===== config.mk =====
export PLATFORM = sky130hd
export DESIGN_NAME = pwc_periodic_wakeup_counter
export DESIGN_NICKNAME = d
export VERILOG_FILES = /design/src/rtl/pwc_pkg.sv /design/src/rtl/pwc_periodic_wakeup_counter.sv
export SDC_FILE = /design/constraint.sdc
export NUM_CORES = 1
export LEC_CHECK = 0
export BUFFER_PORTS_ARGS = -buffer_cell sky130_fd_sc_hd__buf_2
export CORE_UTILIZATION = 50
export DETAILED_ROUTE_END_ITERATION = 8
export HOLD_SLACK_MARGIN = 0.05
export PLACE_DENSITY = 0.74
export SLEW_MARGIN = 40
export SYNTH_ARGS = -nofsm -noshare
export SYNTH_HDL_FRONTEND = slang
export SYNTH_SLANG_ARGS = --single-unit

===== constraint.sdc =====
create_clock -name clk -period 13.5 [get_ports clk]
set_input_delay 0.675 -clock clk [delete_from_list [all_inputs] [get_ports clk]]
set_output_delay 0.675 -clock clk [all_outputs]
set_load 0.01 [all_outputs]

===== src/rtl/pwc_pkg.sv =====
// Package with register map, field positions and reset values
package pwc_pkg;
    // Register byte addresses (word aligned)
    localparam logic [11:0] OFF_STATUS_CONTROL = 12'h000;
    localparam logic [11:0] OFF_COUNT_VALUE = 12'h004;
    localparam logic [11:0] OFF_MATCH_LIMIT = 12'h008;
    // Status/control field positions
    localparam int FLAG_BIT = 7;
    localparam int SRC_HI = 6;
    localparam int SRC_LO = 5;
    localparam int IE_BIT = 4;
    localparam int DIV_HI = 3;
    // Reset values
    localparam logic [1:0] SRC_RESET = 2'h0;
    localparam logic [3:0] DIV_RESET = 4'h0;
    localparam logic [7:0] COUNT_RESET = 8'h00;
    localparam logic [7:0] LIMIT_RESET = 8'h00;
    localparam logic [17:0] PRE_RESET = 18'h00000;
    // Source select codes
    localparam logic [1:0] SRC_LPO = 2'h0;
    localparam logic [1:0] SRC_EXT = 2'h1;
    // Prescaler divide-by tables, index is divider_select, 0 means off
    localparam logic [17:0] DIV_TAB0 [16] = '{
        18'd0, 18'd8, 18'd32, 18'd64, 18'd128, 18'd256, 18'd512,
        18'd1024, 18'd1, 18'd2, 18'd4, 18'd10, 18'd16, 18'd100,
        18'd500, 18'd1000};
    localparam logic [17:0] DIV_TAB1 [16] = '{
        18'd0, 18'd1024, 18'd2048, 18'd4096, 18'd8192, 18'd16384,
        18'd32768, 18'd65536, 18'd1000, 18'd2000, 18'd5000,
        18'd10000, 18'd20000, 18'd50000, 18'd100000, 18'd200000};
endpackage


===== src/rtl/pwc_periodic_wakeup_counter.sv =====
// Periodic wakeup counter with APB register access
`timescale 1ns/1ps
module pwc_periodic_wakeup_counter
    import pwc_pkg::*;
(
    input wire logic clk,
    input wire logic srst,
    input wire logic psel,
    input wire logic penable,
    input wire logic pwrite,
    input wire logic [11:0] paddr,
    input wire logic [31:0] pwdata,
    output logic [31:0] prdata,
    output logic pready,
    output logic pslverr,
    input wire logic lowPowerOsc1khz,
    input wire logic externalReferenceClock,
    input wire logic internal32khzClock,
    input wire logic backgroundDebug,
    input wire logic deepHaltMode,
    output logic matchIrq,
    output logic wakeRequest
);
    typedef struct packed {
        logic [1:0] syncLpo;
        logic [1:0] syncExt;
        logic [1:0] syncInt;
        logic [1:0] syncDbg;
        logic [1:0] syncDeep;
        logic lastSrc;
        logic matchFlag;
        logic [1:0] sourceSelect;
        logic matchIe;
        logic [3:0] dividerSelect;
        logic [7:0] count;
        logic [7:0] limit;
        logic [17:0] pre;
        logic [31:0] rdata;
        logic ready;
        logic err;
        logic irq;
        logic wake;
    } pwc_state_s;

    pwc_state_s st;
    pwc_state_s next_st;

    // Divide ratio for the current source bit 0 and divider code
    // A ratio of zero means the prescaler is off
    function automatic logic [17:0] divideBy(input logic srcBit0,
                                             input logic [3:0] sel);
        logic [17:0] binaryRatio;
        logic [17:0] decadeRatio;
        binaryRatio = DIV_TAB0[sel];
        decadeRatio = DIV_TAB1[sel];
        case (srcBit0)
            1'b0: divideBy = binaryRatio;
            1'b1: divideBy = decadeRatio;
            default: divideBy = PRE_RESET;
        endcase
    endfunction

    function automatic logic regHit(input logic [11:0] a,
                                    input logic [11:0] off);
        regHit = (a == off);
    endfunction

    // Read decode: bit 8 flags an unmapped address, which reads zero
    function automatic logic [8:0] readDecode(input logic [11:0] a,
                                              input logic [7:0] status,
                                              input logic [7:0] cnt,
                                              input logic [7:0] lim);
        logic [8:0] r;
        r = 9'h000;
        if (regHit(a, OFF_STATUS_CONTROL)) begin
            r[7:0] = status;
        end else if (regHit(a, OFF_COUNT_VALUE)) begin
            r[7:0] = cnt;
        end else if (regHit(a, OFF_MATCH_LIMIT)) begin
            r[7:0] = lim;
        end else begin
            r[8] = 1'b1;
        end
        readDecode = r;
    endfunction

    // Synchronised level of the source picked by the select code
    function automatic logic sourceLevel(input logic [1:0] sel,
                                         input logic low_power_osc_1khz,
                                         input logic ext,
                                         input logic int32k);
        case (sel)
            SRC_LPO: sourceLevel = low_power_osc_1khz;
            SRC_EXT: sourceLevel = ext;
            default: sourceLevel = int32k;
        endcase
    endfunction

    // Only the low-power osc keeps running in deep halt
    function automatic logic sourceAlive(input logic [1:0] sel,
                                         input logic deep);
        sourceAlive = !deep || (sel == SRC_LPO);
    endfunction

    // Status/control image as software reads it
    // Built from the field positions so the map lives in one place
    function automatic logic [7:0] statusWord(input logic flag,
                                              input logic [1:0] src,
                                              input logic ie,
                                              input logic [3:0] div);
        logic [7:0] w;
        w = 8'h00;
        w[FLAG_BIT] = flag;
        w[SRC_HI:SRC_LO] = src;
        w[IE_BIT] = ie;
        w[DIV_HI:0] = div;
        statusWord = w;
    endfunction

    // True when a status write alters the source or divider code
    function automatic logic settingsChanged(input logic [7:0] w,
                                             input logic [1:0] src,
                                             input logic [3:0] div);
        logic srcDiffers;
        logic divDiffers;
        srcDiffers = (w[SRC_HI:SRC_LO] != src);
        divDiffers = (w[DIV_HI:0] != div);
        settingsChanged = srcDiffers || divDiffers;
    endfunction

    // Prescaler step on a source edge: wraps after divisor edges and
    // reports the wrap in bit 18 as a tick for the main counter
    function automatic logic [18:0] prescaleStep(input logic [17:0] pre,
                                                 input logic [17:0] div);
        logic wrap;
        logic [17:0] nextPre;
        wrap = (pre >= div - 18'd1);
        if (wrap) begin
            nextPre = PRE_RESET;
        end else begin
            nextPre = pre + 18'd1;
        end
        prescaleStep = {wrap, nextPre};
    endfunction

    // Next counter value on a prescaler tick: wrap to zero on a match
    // The limit itself is a valid count; zero flags every tick
    function automatic logic [7:0] countStep(input logic [7:0] cnt,
                                             input logic [7:0] lim);
        if (cnt == lim) begin
            countStep = COUNT_RESET;
        end else begin
            countStep = cnt + 8'h01;
        end
    endfunction

    // Hardware set wins over a write-1 clear in the same cycle, so a
    // match that lands on the clearing write is kept unless that write also restarts the counters
    function automatic logic flagNext(input logic flag,
                                      input logic setEvent,
                                      input logic clearEvent);
        if (setEvent) begin
            flagNext = 1'b1;
        end else if (clearEvent) begin
            flagNext = 1'b0;
        end else begin
            flagNext = flag;
        end
    endfunction

    // Combinational helpers, all given a value on every pass
    logic srcLevel;
    logic srcRise;
    logic srcAlive;
    logic tick;
    logic clearCounters;
    logic accessDone;
    logic [17:0] divisor;
    logic [7:0] wsc;
    logic [7:0] statusNow;
    logic [7:0] readByte;
    logic readMiss;
    logic statusWrite;
    logic limitWrite;
    logic matchNow;
    logic preWrap;
    logic [17:0] preNext;
    logic counting;

    always_comb begin
        next_st = st;
        // Second flop of each synchroniser feeds all logic
        next_st.syncLpo = {st.syncLpo[0], lowPowerOsc1khz};
        next_st.syncExt = {st.syncExt[0], externalReferenceClock};
        next_st.syncInt = {st.syncInt[0], internal32khzClock};
        next_st.syncDbg = {st.syncDbg[0], backgroundDebug};
        next_st.syncDeep = {st.syncDeep[0], deepHaltMode};

        // Source edges are found on the bus clock, so each source must
        // stay below a quarter of the bus clock rate
        srcLevel = sourceLevel(st.sourceSelect, st.syncLpo[1],
                               st.syncExt[1], st.syncInt[1]);
        srcAlive = sourceAlive(st.sourceSelect, st.syncDeep[1]);
        next_st.lastSrc = srcLevel;
        srcRise = srcLevel && !st.lastSrc && srcAlive;

        divisor = divideBy(st.sourceSelect[0], st.dividerSelect);
        // Hold the prescaler and counter while debug is active
        counting = (divisor != PRE_RESET) && !st.syncDbg[1];
        {preWrap, preNext} = prescaleStep(st.pre, divisor);
        tick = 1'b0;
        clearCounters = 1'b0;
        if (counting && srcRise) begin
            next_st.pre = preNext;
            tick = preWrap;
        end
        matchNow = tick && (st.count == st.limit);
        if (tick) begin
            next_st.count = countStep(st.count, st.limit);
        end

        // One wait state: the access is taken on the first access-phase
        // edge and answered by a registered ready on the next one
        accessDone = psel && penable && !st.ready;
        statusWrite = accessDone && pwrite &&
                      regHit(paddr, OFF_STATUS_CONTROL);
        limitWrite = accessDone && pwrite && regHit(paddr, OFF_MATCH_LIMIT);
        wsc = pwdata[7:0];
        statusNow = statusWord(st.matchFlag, st.sourceSelect, st.matchIe,
                               st.dividerSelect);
        {readMiss, readByte} = readDecode(paddr, statusNow, st.count,
                                          st.limit);
        next_st.ready = accessDone;
        next_st.err = accessDone && readMiss;
        if (accessDone) begin
            next_st.rdata = {24'h000000, readByte};
        end

        // Writes to the count register are dropped
        if (statusWrite) begin
            if (settingsChanged(wsc, st.sourceSelect, st.dividerSelect)) begin
                clearCounters = 1'b1;
            end
            next_st.sourceSelect = wsc[SRC_HI:SRC_LO];
            next_st.matchIe = wsc[IE_BIT];
            next_st.dividerSelect = wsc[DIV_HI:0];
        end
        if (limitWrite) begin
            next_st.limit = wsc;
            clearCounters = 1'b1;
        end

        if (clearCounters) begin
            next_st.pre = PRE_RESET;
            next_st.count = COUNT_RESET;
        end
        // A restart of the counters drops the match of that cycle
        next_st.matchFlag = flagNext(st.matchFlag,
                                     matchNow && !clearCounters,
                                     statusWrite && wsc[FLAG_BIT]);

        next_st.irq = next_st.matchFlag && next_st.matchIe;
        next_st.wake = next_st.irq;

        if (srst) begin
            next_st = '0;
            next_st.sourceSelect = SRC_RESET;
            next_st.dividerSelect = DIV_RESET;
            next_st.count = COUNT_RESET;
            next_st.limit = LIMIT_RESET;
            next_st.pre = PRE_RESET;
        end
    end

    always_ff @(posedge clk) begin
        st <= next_st;
    end

    assign prdata = st.rdata;
    assign pready = st.ready;
    assign pslverr = st.err;
    assign matchIrq = st.irq;
    assign wakeRequest = st.wake;
endmodule // pwc_periodic_wakeup_counter


# Word-level counts from Yosys, hierarchy flattened
# Memory sizes are Yosys's and may differ from the RTL's.
# Index checks and enable logic that the tools add are counted.
# op_classes
addsub	3
magnitude_cmp	2
n_eq_ne	6
muxes	21
bitwise	2
n_reduce_logical	25
# ops
cell	n
18-bit two-way mux	5
18-bit case mux with 2 select lines	1
8-bit two-way mux	4
18-bit by 1-bit adder with 18-bit output, second input constant	1
18-bit >= comparator	1
18-bit nonzero test	1
18-bit by 1-bit subtractor with 18-bit output, second input constant	1
1-bit logical AND	14
12-bit by 3-bit equality test with 1-bit output, second input constant	1
12-bit by 4-bit equality test with 1-bit output, second input constant	1
12-bit zero test	1
1-bit two-way mux	9
8-bit by 1-bit adder with 8-bit output, second input constant	1
8-bit equality test	1
5-bit >= comparator, second input constant	1
1-bit zero test	5
5-bit two-way mux	1
4-bit inverter with 5-bit output	1
4-bit != test	1
2-bit by 1-bit equality test with 1-bit output, second input constant	1
2-bit zero test	1
1-bit logical OR	2
2-bit != test	1
1-bit case mux with 2 select lines	1
other kinds (2)	2
# totals
regBits	64
mem_bits_ro	576
input_bits	54
output_inout_bits	36
elab_cells	78
memories	2
# memory_table
name	depth	word_bits	read_ports	rd_ports_with_merged_regs	wr	line	source
(no name shown)	16	18	1	0	0	pwc_periodic_wakeup_counter.sv:55	decadeRatio = DIV_TAB1[sel];
(no name shown)	16	18	1	0	0	pwc_periodic_wakeup_counter.sv:54	binaryRatio = DIV_TAB0[sel];

# Depth between registers and ports, before layout
# logic_depth
word_depth	13
mapped_depth	22

# Worst setup path after synthesis
# Ideal clock, no wire load.
# synth_timing
path_kind	flip-flop to flip-flop
from	reg st[71] (netlist name)
to	reg st[67] (netlist name)
arrival_ns	4.923
t_required_ns	13.430
setup_slack_ns	8.507
stages_incl_launch_ff	20
path_buffers	3
period_less_slack_ns	4.993
path_cell_list	dfxtp_1 clkbuf_1 inv_1 ha_1 nor4b_1 a211o_1 nor4_2 or3b_1 buf_2 buf_2 nor3_2 nand2_1 xor2_1 ha_1 nand4_1 or4_1 o21ai_0 o2111ai_4 or4_1 a21oi_1
# synth_via
elab_chain_len	9
# synth_lines
element	line	source
from (decl)	pwc_periodic_wakeup_counter.sv:45	pwc_state_s st;
from (signal assigned)	pwc_periodic_wakeup_counter.sv:276	st <= next_st;
branches (longest 9 deep; another with memory read 16 x 18 bit)	-	
# Several ways; the timed one is not identified. The select of a mux whose other input is x is not followed.
# A chain may end at the register's enable or synchronous reset.

# Worst setup path after layout
# layout_timing
from	reg st[70] (netlist name)
to	reg st[67] (netlist name)
# The elaborated chain is that of the path after synthesis.

==> qor.json <==
{
  "run_status": {
    "run_status": "complete, no violations"
  },
  "cts": {
    "ctsLongestPathBuffers": 2,
    "clock_sinks": 64,
    "cts.repair.resized": 0,
    "cts_hold_buf": 0,
    "clock_tree.htree_level_count": 3,
    "clkLatencyLatePin_ns": 0.34,
    "numCtsBuffers": 9,
    "post_cts.repair.setup_buffers": 0,
    "cts_root_buf": "clkbuf_8",
    "clkTransAtPathRegs_ns": 0.07,
    "cts_tree": "yes"
  },
  "critical_path": {
    "worst_ep_arrival_time_ns": 6.05,
    "crit_chain": "inv_1, ha_1, o21ai_0, o22ai_1, nor4_2, or3b_1, nor3_2, nand2_1, xor2_1, ha_1, nand4_1, or4_1, o21ai_0, o2111ai_4, or4_1, a21oi_1",
    "critical_path_required_ns": 13.77,
    "max_stage_delay_ns": 0.67,
    "crit_type": "flop to flop",
    "crit_fanout": 17,
    "cp_launch_type": "flop",
    "setup.worst_path.end_class": "flop",
    "crit_path_slowest_cell": "dfxtp_1"
  },
  "cells_and_area": {
    "mostFrequentLayoutCell": "dfxtp_1",
    "diodes": 0,
    "multi_input_comb_area_um2": 2821,
    "nFillCells": 808,
    "drive_above_1_share_pct": 13.31,
    "syn_to_final_growth_pct": 5.598,
    "final_non_filler_cell_total": 664,
    "design.final.nets": 634,
    "layout_common_cells": "64 x dfxtp_1, 48 x nand2_1, 44 x nor2_1",
    "area_of_all_sequential_standard_cells_um2": 1281
  },
  "place": {
    "dp.cells": 648,
    "post-dp-hpwl_mm": 7.023,
    "gp_congestion": 0.8761,
    "place.port_buffers": 41,
    "placement.setup.worst_slack_ns": 7.728
  },
  "synthesis": {
    "yosys.area_share.adder_pct": 8.116,
    "synthArstFlopShare_pct": 0,
    "synth_simple_gate_area_share_pct": 23.96,
    "postSynthAreaPerCell_um2": 8.356,
    "netlist.top_cell.by_area": "dfxtp_1",
    "synth_cell_type_count": 63,
    "synth_xor_area_share_pct": 7.249,
    "synth_top_area_share_pct": 28.66,
    "number_of_flops_mapped_to_enable_cells_by_yosys": 0,
    "synth.yosys.warnings": 0,
    "synth_area_leaders": "dfxtp_1 29%, ha_1 8.1%, mux2i_1 7.4%, buf_4 6.4%, xor2_1 5.1%",
    "synth_top_family_by_area": "simple AND/OR/NAND/NOR gates",
    "synth_ff_type": "dfxtp_1",
    "syn_area_um2": 4471,
    "synth.mux.area_fraction_pct": 7.641,
    "yosys_register_bits": 64,
    "synth_area_in_compound_gates_pct": 14.13,
    "syn-instance-count": 535,
    "seq_area_frac_synth_pct": 28.66
  },
  "pwr": {
    "p_int_mw": 0.3050,
    "power.total_mw": 0.3913,
    "clockPowerShare_pct": 46.7,
    "max-vdd-ir-drop_uv": 72.81,
    "swShare_pct": 22.06,
    "power.density_cell_area_nw_per_um2": 82.89,
    "total_switching_power_mw": 0.08632,
    "sequentialPowerShare_pct": 48.8,
    "p_leak_nw": 2.014,
    "combPwrFrac_pct": 4.6
  },
  "timing": {
    "tightestPinTransition_ns": 0.8150,
    "totalNegativeSetupSlack_ns": 0,
    "finalWorstPathRequiredPeriod_ns": 5.780,
    "finalClockSkew_ns": 0.01144,
    "number_of_endpoints_failing_setup_at_the_final_stage": 0,
    "post-route-period-util_pct": 42.82,
    "setup_slack_ns": 7.720,
    "grt_setup_unrepaired": "no",
    "clock.fmax_ghz": 0.1730,
    "final_hold_viol_count": 0,
    "timing.slew.headroom_pct": 45.59,
    "maxSlewViolCount": 0
  },
  "floorplanning": {
    "die_height_um": 96.56,
    "die_width_um": 96.56,
    "core_um2": 8678,
    "floorplan.initialDensity_pct": 51.51,
    "site_row_count": 34,
    "top_level_ports": 90,
    "die_area_um2": 9323
  },
  "global_routing": {
    "grt_max_degree": 41,
    "number_of_antenna_violations_at_the_first_check_in_global_routing": 0,
    "grt_usage_pct": 21.16,
    "grt_pass1_wl_mm": 15.22,
    "grt_pass1_vias": 3259,
    "overflow": 0
  },
  "route": {
    "route.detailed.vias_per_inst": 5.539,
    "final_routed_wirelength_mm": 9.209,
    "route.detailed.drc": 0,
    "detailedRoute.firstIterationViolations": 152,
    "num_vias": 3678,
    "drt-pass1-iter-count": 4,
    "drt-wirelength-per-cell_um": 13.87,
    "final_antenna_net_count": 0
  },
  "min_path": {
    "min_path_type": "flop to flop"
  },
  "job": {
    "max_cap_violations": 0
  }
}
==> cells by family after synthesis <==
logic type / count (synthesis)
other cells: 1
fa+ha+maj: 29
simple gates: 198
buf+inv: 72
mux: 34
compound gates: 100
xor+xnor: 37
flops: 64
==> critical path, delay by kind of cell (launching register included) <==
family / cells / cell delay [ns]
xor gates and xnor gates: 1 / 0.16
and+or+nand+nor: 7 / 2.79
buffers and inverters: 1 / 0.17
adders and majority gates: 2 / 0.64
AOI/OAI and AO/OA: 5 / 1.28
DFF: 1 / 0.67
==> area by class of cell <==
type,instances,share of cell area (%)
Clock inverter,5,1.696
Sequential cell,64,27.14
Inverter,11,0.8746
Clock buffer,11,2.995
Tap cell,108,2.862
Timing Repair Buffer,43,4.665
Multi-Input combinational cell,422,59.77
==> cells in the mapped netlist (all sizes together) (3+ instances only) <==
| cell | count |
|---|---|
| dfxtp | 64 |
| nand2 | 49 |
| buf | 46 |
| nor2 | 44 |
| mux2i | 33 |
| o21ai | 33 |
| a21oi | 32 |
| ha | 29 |
| xor2 | 26 |
| nand3 | 18 |
| nor2b | 16 |
| clkbuf | 15 |
| inv | 11 |
| or3 | 11 |
| xnor2 | 11 |
| nand2b | 10 |
| nor3 | 8 |
| o211ai | 8 |
| or4 | 7 |
| nand4 | 6 |
| nor4 | 6 |
| nor3b | 4 |
| or2 | 4 |
| and2 | 3 |
| and4 | 3 |
| o21a | 3 |
| o22a | 3 |
| o22ai | 3 |
| o31ai | 3 |
==> registers in the layout, summed over array words and instances (netlist names) <==
register     cells
st              53
pslverr          1
prdata           8
wakeRequest      1
pready           1
==> layer usage <==
metal	part of all wire, %	vias to the layer above	track usage (%)
li1	-	1857	-
met1	46	1701	27.03
met2	47	99	34.51
met3	4.4	21	4.382
met4	2.2	0	8.824
met5	0	-	0
==> power groups by stage <==
stage               Combinational (mW)  Clock [mW]  Sequential (mW)
detailed placement              0.0177           0            0.195
global placement                0.0172           0            0.195
floorplan                       0.0166           0            0.195
CTS                             0.0177       0.186            0.191
finish                          0.0178       0.183            0.191
global route                    0.0199       0.197            0.191
==> final timing paths <==
kind | cells past startpoint | end | slack (ns) | startpoint
worst max-delay path | 16 | st[67]$_SDFFE_PP0P_ | 7.72 | st[70]$_SDFFE_PP0P_
worst min-delay path | 1 | st[80]$_SDFF_PP0_ | 0.44 | st[79]$_SDFF_PP0_
worst max register to register | 16 | st[67]$_SDFFE_PP0P_ | 7.72 | st[70]$_SDFFE_PP0P_
worst min register to register | 1 | st[80]$_SDFF_PP0_ | 0.44 | st[79]$_SDFF_PP0_
==> metrics by stage <==
step           instance area [um^2]  utilization (%)  hold slack (ns)
6_report                       4721            54.40           0.4401
5_1_grt                        4721            54.40           0.4572
4_1_cts                        4721            54.40           0.4488
3_5_place_dp                   4499            51.85           0.4309
3_3_place_gp                   4499            51.85           0.4157
2_1_floorplan                  4557                -           0.4138
No activity file was read; power rests on OpenSTA's default activity.
